===== config.mk =====
export PLATFORM = sky130hd
export DESIGN_NAME = radar_baseband_acquisition
export DESIGN_NICKNAME = d
export VERILOG_FILES = /design/src/common/radar_acq_pkg.sv /design/src/rtl/baseband_converter_ctrl.sv /design/src/rtl/radar_baseband_acquisition.sv
export SDC_FILE = /design/constraint.sdc
export NUM_CORES = 1
export LEC_CHECK = 0
export BUFFER_PORTS_ARGS = -buffer_cell sky130_fd_sc_hd__buf_2
export CAP_MARGIN = 5
export CORE_ASPECT_RATIO = 1.4
export CORE_MARGIN = 5
export CORE_UTILIZATION = 55
export DETAILED_ROUTE_END_ITERATION = 12
export PLACE_DENSITY = 0.84
export SLEW_MARGIN = 25
export SYNTH_ARGS = -nofsm -noshare
export SYNTH_HDL_FRONTEND = slang
export SYNTH_SLANG_ARGS = --single-unit

===== constraint.sdc =====
create_clock -name clock_i -period 12.4 [get_ports clock_i]
set_input_delay 1.24 -clock clock_i [delete_from_list [all_inputs] [get_ports clock_i]]
set_output_delay 1.24 -clock clock_i [all_outputs]
set_load 0.05 [all_outputs]

===== src/common/radar_acq_pkg.sv =====
// radar_acq_pkg: constants, register map and state types of the baseband capture block
// assumes one 250 MHz clock and a plain strobe-based register port
package radar_acq_pkg;

    // ----------------------------------------------------------------
    // data path
    // ----------------------------------------------------------------
    localparam int          SAMPLE_WIDTH   = 12;               // converter result width
    localparam int          ITEM_WIDTH     = 16;               // two bytes per item
    localparam int          NUM_CHANNELS   = 4;
    localparam int          BLOCK_ITEMS    = 250;              // items per block
    localparam int          ADDR_WIDTH     = 16;               // memory word address width
    localparam logic [7:0]  BLOCK_ITEMS_W  = 8'(BLOCK_ITEMS);

    // channel order: quadrature high, inphase high, quadrature low, inphase low
    localparam logic [1:0]  CH_QUADRATURE_HIGH_GAIN = 2'h0;
    localparam logic [1:0]  CH_INPHASE_HIGH_GAIN    = 2'h1;
    localparam logic [1:0]  CH_QUADRATURE_LOW_GAIN  = 2'h2;
    localparam logic [1:0]  CH_INPHASE_LOW_GAIN     = 2'h3;

    // ----------------------------------------------------------------
    // timing
    // ----------------------------------------------------------------
    localparam int          CLOCK_PERIOD_PS  = 4000;
    localparam int          SAMPLE_WINDOW_PS = 75000;          // 75 ns sampling window
    // least time, rounded up to whole cycles
    localparam int          SAMPLE_WINDOW_CYC = (SAMPLE_WINDOW_PS + CLOCK_PERIOD_PS - 1) / CLOCK_PERIOD_PS;

    // ----------------------------------------------------------------
    // register map (word offsets as byte addresses)
    // ----------------------------------------------------------------
    localparam logic [7:0]  REG_CONTROL      = 8'h00;
    localparam logic [7:0]  REG_STATUS       = 8'h04;
    localparam logic [7:0]  REG_FRAME_PERIOD = 8'h08;
    localparam logic [7:0]  REG_SAMPLE_PERIOD = 8'h0C;
    localparam logic [7:0]  REG_BASE_0       = 8'h10;          // base of channel n at 0x10 + 4*n
    localparam logic [7:0]  REG_COUNT_0      = 8'h20;          // item count of channel n at 0x20 + 4*n

    // control fields
    localparam int          CTL_RUN_BIT      = 0;
    localparam int          CTL_XCVR_BIT     = 1;
    localparam int          CTL_DIV_BIT      = 2;
    localparam int          CTL_TX_BIT       = 3;
    localparam int          CTL_PTAT_BIT     = 4;
    localparam int          CTL_WIDTH        = 5;
    localparam logic [4:0]  CTL_RESET        = 5'h00;

    // status fields
    localparam int          STS_BUSY_BIT     = 0;
    localparam int          STS_DONE_BIT     = 1;

    localparam logic [31:0] FRAME_PERIOD_RESET  = 32'h0000_1000;
    localparam logic [15:0] SAMPLE_PERIOD_RESET = 16'h0040;
    localparam logic [15:0] BASE_RESET          = 16'h0000;

    typedef enum logic [1:0] {
        ACQ_IDLE,
        ACQ_WAIT_FRAME,
        ACQ_RUN
    } acq_state_e;

    typedef enum logic [1:0] {
        CONV_IDLE,
        CONV_SAMPLE,
        CONV_DONE
    } conv_state_e;

endpackage : radar_acq_pkg


===== src/rtl/baseband_converter_ctrl.sv =====
// baseband_converter_ctrl: sequences one sampling pass over the four baseband channels
// assumes the analog front end delivers 12-bit results that are settled after the window
`timescale 1ns/1ps

module baseband_converter_ctrl
    import radar_acq_pkg::*;
(
    input  wire logic                    clock_i,
    input  wire logic                    rst_n_i,
    input  wire logic                    trigger_i,
    input  wire logic [SAMPLE_WIDTH-1:0] inphase_high_gain_i,
    input  wire logic [SAMPLE_WIDTH-1:0] quadrature_high_gain_i,
    input  wire logic [SAMPLE_WIDTH-1:0] inphase_low_gain_i,
    input  wire logic [SAMPLE_WIDTH-1:0] quadrature_low_gain_i,
    output logic                         request_o,
    output logic [4*ITEM_WIDTH-1:0]      items_o
);

    typedef struct packed {
        conv_state_e          state;
        logic [4:0]           window;
        logic                 request;
        logic [4*ITEM_WIDTH-1:0] items;
    } conv_s;

    conv_s cur;
    conv_s next_cur;

    // zero-extend a 12-bit result into a two-byte item
    function automatic logic [ITEM_WIDTH-1:0] to_item(input logic [SAMPLE_WIDTH-1:0] s);
        to_item = {{(ITEM_WIDTH-SAMPLE_WIDTH){1'b0}}, s};
    endfunction : to_item

    // ----------------------------------------------------------------
    // sampling sequence
    // ----------------------------------------------------------------
    always_comb begin
        next_cur         = cur;
        next_cur.request = 1'b0;
        case (cur.state)
            CONV_IDLE: begin
                if (trigger_i) begin
                    next_cur.state  = CONV_SAMPLE;
                    next_cur.window = 5'(SAMPLE_WINDOW_CYC - 1);
                end
            end
            CONV_SAMPLE: begin
                // hold the sampling window open for 75 ns
                if (cur.window == 5'd0) begin
                    next_cur.state = CONV_DONE;
                end else begin
                    next_cur.window = cur.window - 5'd1;
                end
            end
            CONV_DONE: begin
                // 12-bit results, two bytes per channel, q-high first
                next_cur.items   = {to_item(inphase_low_gain_i), to_item(quadrature_low_gain_i),
                                    to_item(inphase_high_gain_i), to_item(quadrature_high_gain_i)};
                next_cur.request = 1'b1;       // one request paces one item per channel
                next_cur.state   = CONV_IDLE;
            end
            default: begin
                next_cur.state = CONV_IDLE;
            end
        endcase
    end

    // state register
    always_ff @(posedge clock_i) begin
        if (!rst_n_i) begin
            cur <= '{state: CONV_IDLE, window: 5'd0, request: 1'b0, items: '0};
        end else begin
            cur <= next_cur;
        end
    end

    assign request_o = cur.request;
    assign items_o   = cur.items;

endmodule : baseband_converter_ctrl


===== src/rtl/radar_baseband_acquisition.sv =====
// radar_baseband_acquisition: frame timer, sample pacing, four capture channels and supply enables
// assumes analog inputs are held stable through a window and memory accepts one write per cycle
//
// Strobed register access and the placing of the registers are this design's own decisions.
`timescale 1ns/1ps

// Summary of operation
// - converter delivers 12-bit results per sample
// - four channels, two bytes per sample
// - sampling window lasts 75 nanoseconds
// - four independent capture channels, one per stream
// - single block per channel, engine ends block
// - 250 items of 16 bits, request-paced
// - output switches divider supply
// - output enables transmit power
// - output supplies temperature reference
// - frame timer starts pulses and sampling together
// - pulse-width signal triggers equally spaced samples
// - after last sample, channels disable, pulses stop
module radar_baseband_acquisition
    import radar_acq_pkg::*;
(
    input  wire logic                    clock_i,
    input  wire logic                    rst_n_i,
    // register port
    input  wire logic [7:0]              reg_addr_i,
    input  wire logic [31:0]             reg_wdata_i,
    input  wire logic                    reg_write_i,
    input  wire logic                    reg_read_i,
    output logic [31:0]                  reg_rdata_o,
    // baseband converter inputs
    input  wire logic [SAMPLE_WIDTH-1:0] inphase_high_gain_i,
    input  wire logic [SAMPLE_WIDTH-1:0] quadrature_high_gain_i,
    input  wire logic [SAMPLE_WIDTH-1:0] inphase_low_gain_i,
    input  wire logic [SAMPLE_WIDTH-1:0] quadrature_low_gain_i,
    // memory write port
    output logic                         mem_write_o,
    output logic [1:0]                   mem_channel_o,
    output logic [ADDR_WIDTH-1:0]        mem_addr_o,
    output logic [ITEM_WIDTH-1:0]        mem_data_o,
    // transceiver control
    output logic                         pulse_o,
    output logic                         transceiver_supply_en_o,
    output logic                         divider_supply_en_o,
    output logic                         transmit_power_en_o,
    output logic                         temp_reference_supply_o
);

    // ----------------------------------------------------------------
    // state
    // ----------------------------------------------------------------
    typedef struct packed {
        acq_state_e                      state;
        logic [CTL_WIDTH-1:0]            control;
        logic                            done;
        logic [31:0]                     frame_period;
        logic [31:0]                     frame_count;
        logic [15:0]                     sample_period;
        logic [15:0]                     pulse_count;
        logic                            pulse;
        logic [NUM_CHANNELS-1:0]         chan_enable;
        logic [NUM_CHANNELS*ADDR_WIDTH-1:0] base;
        logic [NUM_CHANNELS*8-1:0]       count;
        logic [NUM_CHANNELS*ITEM_WIDTH-1:0] pending;
        logic [NUM_CHANNELS-1:0]         pending_valid;
        logic                            mem_write;
        logic [1:0]                      mem_channel;
        logic [ADDR_WIDTH-1:0]           mem_addr;
        logic [ITEM_WIDTH-1:0]           mem_data;
        logic [31:0]                     rdata;
    } acq_s;

    acq_s cur;
    acq_s next_cur;

    logic                            conv_request;
    logic [NUM_CHANNELS*ITEM_WIDTH-1:0] conv_items;
    logic                            sample_trigger;

    // register index decode, used by both read and write
    function automatic logic [1:0] reg_chan(input logic [7:0] addr);
        reg_chan = addr[3:2];
    endfunction : reg_chan

    // ----------------------------------------------------------------
    // converter sequencer
    // ----------------------------------------------------------------
    // one sampling pass per rising pulse edge, all four streams together
    baseband_converter_ctrl u_converter (
        .clock_i                (clock_i),
        .rst_n_i                (rst_n_i),
        .trigger_i              (sample_trigger),
        .inphase_high_gain_i    (inphase_high_gain_i),
        .quadrature_high_gain_i (quadrature_high_gain_i),
        .inphase_low_gain_i     (inphase_low_gain_i),
        .quadrature_low_gain_i  (quadrature_low_gain_i),
        .request_o              (conv_request),
        .items_o                (conv_items)
    );

    // sampling starts on each rising edge of the pacing pulse
    assign sample_trigger = (cur.state == ACQ_RUN) && (cur.pulse_count == 16'd0) && !cur.pulse;

    // ----------------------------------------------------------------
    // next-state logic
    // ----------------------------------------------------------------
    always_comb begin
        logic [1:0]  ch;
        logic        served;
        ch               = 2'd0;
        served           = 1'b0;
        next_cur         = cur;
        next_cur.mem_write = 1'b0;
        next_cur.rdata   = 32'h0000_0000;

        // frame timer, free running while run is set
        if (cur.control[CTL_RUN_BIT]) begin
            if (cur.frame_count == 32'd0) begin
                next_cur.frame_count = cur.frame_period;
            end else begin
                next_cur.frame_count = cur.frame_count - 32'd1;
            end
        end else begin
            next_cur.frame_count = 32'd0;
        end

        case (cur.state)
            ACQ_IDLE: begin
                if (cur.control[CTL_RUN_BIT]) begin
                    next_cur.state = ACQ_WAIT_FRAME;
                end
            end
            ACQ_WAIT_FRAME: begin
                if (!cur.control[CTL_RUN_BIT]) begin
                    next_cur.state = ACQ_IDLE;
                end else if (cur.frame_count == 32'd0) begin
                    // frame start arms pulses and all channels at once
                    next_cur.state         = ACQ_RUN;
                    next_cur.chan_enable   = '1;
                    next_cur.count         = '0;
                    next_cur.pending_valid = '0;
                    next_cur.pulse_count   = 16'd0;
                    next_cur.pulse         = 1'b0;
                    next_cur.done          = 1'b0;
                end
            end
            ACQ_RUN: begin
                // pulse-width pacing signal, period set by software
                if (cur.pulse_count == 16'd0) begin
                    next_cur.pulse_count = cur.sample_period;
                    next_cur.pulse       = !cur.pulse;
                end else begin
                    next_cur.pulse_count = cur.pulse_count - 16'd1;
                end
                // block complete: disable channels, stop pulses and sampling
                if (cur.chan_enable == '0 && cur.pending_valid == '0) begin
                    next_cur.state = ACQ_WAIT_FRAME;
                    next_cur.pulse = 1'b0;
                    next_cur.done  = 1'b1;
                end
            end
            default: begin
                next_cur.state = ACQ_IDLE;
            end
        endcase

        // each converter request carries one item per channel
        if (conv_request) begin
            for (int i = 0; i < NUM_CHANNELS; i++) begin
                if (cur.chan_enable[i]) begin
                    next_cur.pending[i*ITEM_WIDTH +: ITEM_WIDTH] = conv_items[i*ITEM_WIDTH +: ITEM_WIDTH];
                    next_cur.pending_valid[i] = 1'b1;
                end
            end
        end

        // drain one pending item per cycle, lowest channel first
        for (int i = NUM_CHANNELS - 1; i >= 0; i--) begin
            if (cur.pending_valid[i]) begin
                ch     = 2'(i);
                served = 1'b1;
            end
        end
        if (served) begin
            next_cur.pending_valid[ch] = 1'b0;
            next_cur.mem_write         = 1'b1;
            next_cur.mem_channel       = ch;
            // separate buffer per channel, consecutive addresses
            next_cur.mem_addr = cur.base[ch*ADDR_WIDTH +: ADDR_WIDTH] + {8'h00, cur.count[ch*8 +: 8]};
            next_cur.mem_data = cur.pending[ch*ITEM_WIDTH +: ITEM_WIDTH];
            next_cur.count[ch*8 +: 8] = cur.count[ch*8 +: 8] + 8'd1;
            // the engine itself ends the block after 250 items
            if (cur.count[ch*8 +: 8] == BLOCK_ITEMS_W - 8'd1) begin
                next_cur.chan_enable[ch] = 1'b0;
            end
        end

        // software stop abandons the frame
        if (!cur.control[CTL_RUN_BIT] && cur.state == ACQ_RUN) begin
            next_cur.state       = ACQ_IDLE;
            next_cur.chan_enable = '0;
            next_cur.pulse       = 1'b0;
        end

        // register writes
        if (reg_write_i) begin
            if (reg_addr_i == REG_CONTROL) begin
                next_cur.control = reg_wdata_i[CTL_WIDTH-1:0];
            end else if (reg_addr_i == REG_STATUS) begin
                if (reg_wdata_i[STS_DONE_BIT]) begin
                    next_cur.done = 1'b0;
                end
            end else if (reg_addr_i == REG_FRAME_PERIOD) begin
                next_cur.frame_period = reg_wdata_i;
            end else if (reg_addr_i == REG_SAMPLE_PERIOD) begin
                next_cur.sample_period = reg_wdata_i[15:0];
            end else if (reg_addr_i[7:4] == REG_BASE_0[7:4]) begin
                next_cur.base[reg_chan(reg_addr_i)*ADDR_WIDTH +: ADDR_WIDTH] = reg_wdata_i[ADDR_WIDTH-1:0];
            end
        end
        // block completion wins over a clear in the same cycle
        if (cur.state == ACQ_RUN && cur.chan_enable == '0 && cur.pending_valid == '0) begin
            next_cur.done = 1'b1;
        end

        // register reads, answer in the following cycle
        if (reg_read_i) begin
            if (reg_addr_i == REG_CONTROL) begin
                next_cur.rdata = {27'h000_0000, cur.control};
            end else if (reg_addr_i == REG_STATUS) begin
                next_cur.rdata = {30'h0000_0000, cur.done, cur.state == ACQ_RUN};
            end else if (reg_addr_i == REG_FRAME_PERIOD) begin
                next_cur.rdata = cur.frame_period;
            end else if (reg_addr_i == REG_SAMPLE_PERIOD) begin
                next_cur.rdata = {16'h0000, cur.sample_period};
            end else if (reg_addr_i[7:4] == REG_BASE_0[7:4]) begin
                next_cur.rdata = {16'h0000, cur.base[reg_chan(reg_addr_i)*ADDR_WIDTH +: ADDR_WIDTH]};
            end else if (reg_addr_i[7:4] == REG_COUNT_0[7:4]) begin
                next_cur.rdata = {24'h00_0000, cur.count[reg_chan(reg_addr_i)*8 +: 8]};
            end
        end
    end

    // ----------------------------------------------------------------
    // state register
    // ----------------------------------------------------------------
    always_ff @(posedge clock_i) begin
        if (!rst_n_i) begin
            cur               <= '0;
            cur.state         <= ACQ_IDLE;
            cur.control       <= CTL_RESET;
            cur.frame_period  <= FRAME_PERIOD_RESET;
            cur.sample_period <= SAMPLE_PERIOD_RESET;
        end else begin
            cur <= next_cur;
        end
    end

    // ----------------------------------------------------------------
    // outputs
    // ----------------------------------------------------------------
    assign reg_rdata_o             = cur.rdata;
    assign mem_write_o             = cur.mem_write;
    assign mem_channel_o           = cur.mem_channel;
    assign mem_addr_o              = cur.mem_addr;
    assign mem_data_o              = cur.mem_data;
    assign pulse_o                 = cur.pulse;
    assign transceiver_supply_en_o = cur.control[CTL_XCVR_BIT];
    assign divider_supply_en_o     = cur.control[CTL_DIV_BIT];
    assign transmit_power_en_o     = cur.control[CTL_TX_BIT];
    assign temp_reference_supply_o = cur.control[CTL_PTAT_BIT];

endmodule : radar_baseband_acquisition


**After elaboration in Yosys (flattened, before gate mapping)**

Index checks and enable logic that the tools add are counted.

- Register bits after elaboration: 380
- Latch bits: 0
- RAM bits: 0
- Bits in read-only memories: 0
- Output and inout port bits: 72
- Logic and storage cells: 171
- Memories kept: 0

- $add $sub $neg: 7
- $mul: 0
- Div/mod/pow operators: 0
- Magnitude comparators: 2
- Equality and inequality tests: 19
- Shifts and indexed selects: 9
- Muxes and demuxes: 63
- Bitwise logic cells: 9
- Reduce and logical (&&, ||, !) cells: 36

Operator list:

| operator | number |
|---|---|
| two-way mux 32 bit | 8 |
| indexed part select 64 x 7 -> 16 bit | 3 |
| two-way mux 33 bit | 2 |
| two-way mux 65 bit | 1 |
| bitwise mux 64 bit | 1 |
| variable shift 16 x 34 -> 64 bit (first input constant) | 1 |
| indexed part select 16 x 34 -> 64 bit | 1 |
| indexed part select 32 x 6 -> 8 bit | 2 |
| two-way mux 16 bit | 3 |
| two-way mux 21 bit | 2 |
| two-way mux 39 bit | 1 |
| negator 5 -> 34 bit | 1 |
| negator 6 -> 34 bit | 1 |
| case mux 17 bit (2 select lines) | 1 |
| variable shift 8 x 34 -> 32 bit (first input constant) | 1 |
| indexed part select 8 x 34 -> 32 bit | 1 |
| bitwise mux 32 bit | 1 |
| zero test 32 bit | 1 |
| subtractor 32 x 1 -> 32 bit (second input constant) | 1 |
| two-way mux 4 bit | 7 |
| two-way mux 2 bit | 9 |
| two-way mux 1 bit | 17 |
| adder 16 x 8 -> 16 bit | 1 |
| == test 8 x 4 -> 1 bit (second input constant) | 2 |
| 41 further kinds | 76 |

**Depth between registers and ports, before layout**

- Depth after elaboration: 12
- Depth in mapped cells: 19
- Gate-level depth less buffers: 15

**By module**

A second synthesis with hierarchy kept.

- Cell total of the unflattened synthesis: 2394
- Area total of the unflattened synthesis: 19438.6 µm²

Modules (own cells, without submodules):

| module | times used | cells each | area an instance (µm²) | seq. area each (µm²) |
|---|---|---|---|---|
| radar_baseband_acquisition | 1 | 2082 | 16957.5 | 6806.5 |
| baseband_converter_ctrl | 1 | 312 | 2481.1 | 1121.1 |

**Least setup slack after synthesis**

Ideal clock, no wire load.

- Path type: flip-flop to flip-flop
- From: register cur[67] (netlist name)
- To: register cur, in the netlist mem_addr_o[14]
- Library setup time: 0.133 ns
- Arrival: 3.892 ns
- Required time: 12.267 ns
- Slack: 8.376 ns
- Stages on the path, launching flop included: 20
- Path buffers: 5
- Cell sequence: dfxtp_1 > clkbuf_1 > inv_1 > o21a_1 > clkbuf_1 > inv_1 > clkbuf_1 > clkbuf_1 > clkbuf_1 > nand2_1 > a31oi_1 > ha_1 > fa_1 > a21oi_1 > a32o_1 > a21oi_1 > o21ai_0 > nor4_1 > xnor2_1 > a21oi_1

- Longest elaborated chain between the ends: 3
- Elaborated cells between the ends (all ways): 5
- Those cells by class: add/sub: 1; shift: 2; mux: 2

RTL lines:

| element | line | RTL |
|---|---|---|
| from (decl) | radar_baseband_acquisition.sv:73 | `acq_s cur;` |
| from (signal assigned) | radar_baseband_acquisition.sv:255 | `cur <= next_cur;` |
| two-way mux 2 bit | radar_baseband_acquisition.sv:179 | `if (cur.pending_valid[i]) begin` |
| indexed part select 64 x 7 -> 16 bit / indexed part select 32 x 6 -> 8 bit (equally long branches) | radar_baseband_acquisition.sv:189 | `next_cur.mem_addr = cur.base[ch*ADDR_WIDTH +: ADDR_WIDTH] + {8'h00, cur.count[ch*8 +: 8]};` |
| adder 16 x 8 -> 16 bit | radar_baseband_acquisition.sv:189 |  |

Several ways; a longest one is shown, not always the timed one.
A chain may end at the register's enable or synchronous reset.

**Worst setup path in the final report**

- From: register cur[70] (netlist name)
- To: register cur, in the netlist mem_addr_o[10]

- Longest elaborated chain between the ends: 6
- Elaborated cells between the ends (all ways): 11
- Those cells by class: add/sub: 1; shift: 2; mux: 8

RTL lines:

| element | line |
|---|---|
| two-way mux 2 bit (4 in series) | radar_baseband_acquisition.sv:179 |
| indexed part select 64 x 7 -> 16 bit / indexed part select 32 x 6 -> 8 bit (equally long branches) | radar_baseband_acquisition.sv:189 |
| adder 16 x 8 -> 16 bit | radar_baseband_acquisition.sv:189 |

Several ways; a longest one is shown, not always the timed one.

==> impl_results.md <==
* Status: complete, no violations
* GRT busiest layer: met2
* Area share of the largest cell type after synthesis at 43.2%
* Mapped Area at between 15,000 and 20,000 um2
* Post-route cell area at 19,200 um2
* Yosys reg bits at between 300 and 400
* Initial Utilization at around 55%
* Vias in the first global route at 15,700
* Die area at 35,400 um2
* # diodes at 0
* Top post-synthesis cells by area: dfxtp_1 (43%), nand2_1 (11%), a21oi_1 (7.5%)
* Synth area leader: dfxtp_1
* Final TNS setup at 0 ps
* Root Buffer: clkbuf_16
* Setup WS post-layout at between 7000 and 8000 ps
* Vias after detailed routing at 15,900
* Reg area at 7530 um2
* Fmax at 0.202 GHz
* Global-route total usage across every layer at 27.1%
* Avg Inst Size Synth at approximately 8 um2
* Critical path capture point type: register
* Crit path launch type: register
* Min-Delay Path Class: register to register
* RSZ-0062 raised after global routing: no
* Main synth FF type: dfxtp_1
* Via-to-Cell Ratio at 6.11
* Area delta synth->final at 10.0%
* Multi-input gate area at slightly below 9000 um2
* Worst ir drop on vdd at roughly 0.00013 V
* Antenna-violating nets left at 0
* Commonest cells in the netlist: nand2_1 (510), dfxtp_1 (376), a21oi_1 (262)
* Final hold viol count at 0
* Port Buf Inserts at between 150 and 200
* CP arrival at 5440 ps
* Dpl ws at 7590 ps
* Number of setup violations in the final report at 0
* CTS tree: built
* Fill cells at 2,723
* Seq/Total Area, Yosys at 43.2%
* Routed wire length at about 49,000 um
* Die Height at 221 um
* Final Util at between 60% and 70%
* Req. time, crit path at 12,880 ps
* Most numerous cell in the Yosys netlist: nand2_1
* WL/cell at 18.9 um
* First-pass GRT wire length at 79,600 um
* Initial DRC Count at roughly 1,700
* M3 GR Usage at 4.70%
* Tcrit/Tclk final at 40.0%
* DRT Pass-1 Iters at 6
* Post-layout minimum cycle time at 4960 ps
* Max_cap viols at 0
* H-tree depth at 2
* Power, Total at 2450 uW
* Initial antenna violation count at 0
* Max-slew headroom at between 20% and 30%
* Die Wd at ~160 um
* CTS buffer count at 37
* Ys Warns at 0
* Final Max Slew Viols at 0
* Area after DPL at roughly 18,000 um2
* Post-synthesis async set-or-reset flop share at 0%
* Core Region at 31,400 um2
* CTS Buffer Depth at 3
* Post-Syn Instances at approximately 2,200
* GR Overflow Total at 0
* Clk sinks at about 380
* Layout Nets at around 2,300
* # IOs at between 150 and 200
* Clock skew at between 15 and 20 ps
* FP Rows at 77
* Met1 GRT Util at 30.4%
* Clk slew on worst S/H paths at 60 ps
* Worst Max-Slew Pin Slew at 1070 ps
* Share of cells above drive strength 1 at 13.3%
* Dpl hpwl at ~34,000 um
* Leakage at about 0.0070 uW
* Drt drc at 0
* Largest fanout on the critical path at 47
* Count of different cell masters after synthesis at 76
* Met2 Track Usage GR at 49.2%
* Cts hold-fix bufs at 0
* Post-CTS Resized at 0
* PD cells at 128 nW/um2
* Post-CTS Setup Inserts at 0
* EDFF count, synth at 0
* GP Congestion at between 0.9 and 1
* Pin count of the biggest net entering global routing at ~180
* Kind of critical path: register to register
* Worst-skew pair later-pin latency at 540 ps
-- worst max-delay path: stages, from the launching register on --
cell	delay (ps)
dfxtp_1	720
nor2b_1	460
o21a_1	190
buf_4	460
inv_1	80
buf_4	310
nand2_1	120
and3_1	160
a31oi_1	40
ha_1	250
fa_1	410
a21oi_1	310
a32o_1	240
a21oi_1	100
o21ai_0	480
a21oi_1	110
or3_1	360
nand3_1	60
-- logic make-up after synthesis --
logic type	share of synthesized area, %
flip-flops	43.2
buffers and inverters	6.66
XOR/XNOR	2.25
adder cells (fa/ha/maj)	2.20
other	0.0215
multiplexers	4.67
AO/OA/AOI/OAI	16.9
AND/OR/NAND/NOR	24.1
-- metrics by stage --
stage	std cells	hold WS, ps
after floorplan	2179	432
after global placement	2544	441
after detailed placement	2544	446
after CTS	2611	455
after global routing	2612	469
final	2612	454
-- power by group --
| part | switching, uW | internal, uW | total, uW | leakage [uW] |
|---|---|---|---|---|
| sequential | 0.495 | 1210 | 1210 | 0.00303 |
| clock | 487 | 688 | 1170 | 0.000620 |
| combinational | 50.1 | 20.2 | 70.2 | 0.00337 |
| total | 537 | 1920 | 2450 | 0.00701 |
-- final timing paths --
path                                         from                     endpoint  slack [ps]  depth (start not counted)
max                            cur[70]$_SDFF_PN0_  mem_addr_o[10]$_SDFFE_PN0N_        7440                         17
max reg2reg                    cur[70]$_SDFF_PN0_  mem_addr_o[10]$_SDFFE_PN0N_        7440                         17
min          u_converter.items_o[33]$_SDFFE_PN0P_        cur[104]$_SDFFE_PN0P_         450                          2
min reg2reg  u_converter.items_o[33]$_SDFFE_PN0P_        cur[104]$_SDFFE_PN0P_         450                          2
-- state kept, by name, summed over array words and instances, names as in the netlist, 2 cells and up --
register,cells
reg_rdata_o,32
cur,252
u_converter.items_o,48
mem_channel_o,2
mem_addr_o,16
u_converter.cur,7
mem_data_o,12
-- cells in the final DEF (no fill, tap or decap), drive strengths merged, types with 27 or more instances in the layout --
cell / netlist / routed
nand2: 510 / 510
dfxtp: 376 / 376
a21oi: 262 / 262
buf: 83 / 182
nor2: 159 / 159
nand3: 114 / 114
clkbuf: 128 / 51
o21ai: 48 / 48
a22oi: 38 / 38
nor3: 38 / 38
xnor2: 33 / 33
inv: 27 / 31
ha: 29 / 29
a211oi: 27 / 27
-- per-layer routing --
metal / routed length, um / share of wire, %
met1: 18200 / 37
met2: 24600 / 50
met3: 3940 / 8.0
met4: 2670 / 5.4
met5: 0 / 0
-- area by class of cell --
cell class,instances,area share [%]
Clock inverter,16,1.12
Sequential cell,376,39.3
Tap cell,395,2.58
Multi-Input combinational cell,1564,45.8
Clock buffer,51,5.52
Inverter,28,0.587
Timing Repair Buffer,182,5.15
(Power assumes the default switching activity.)
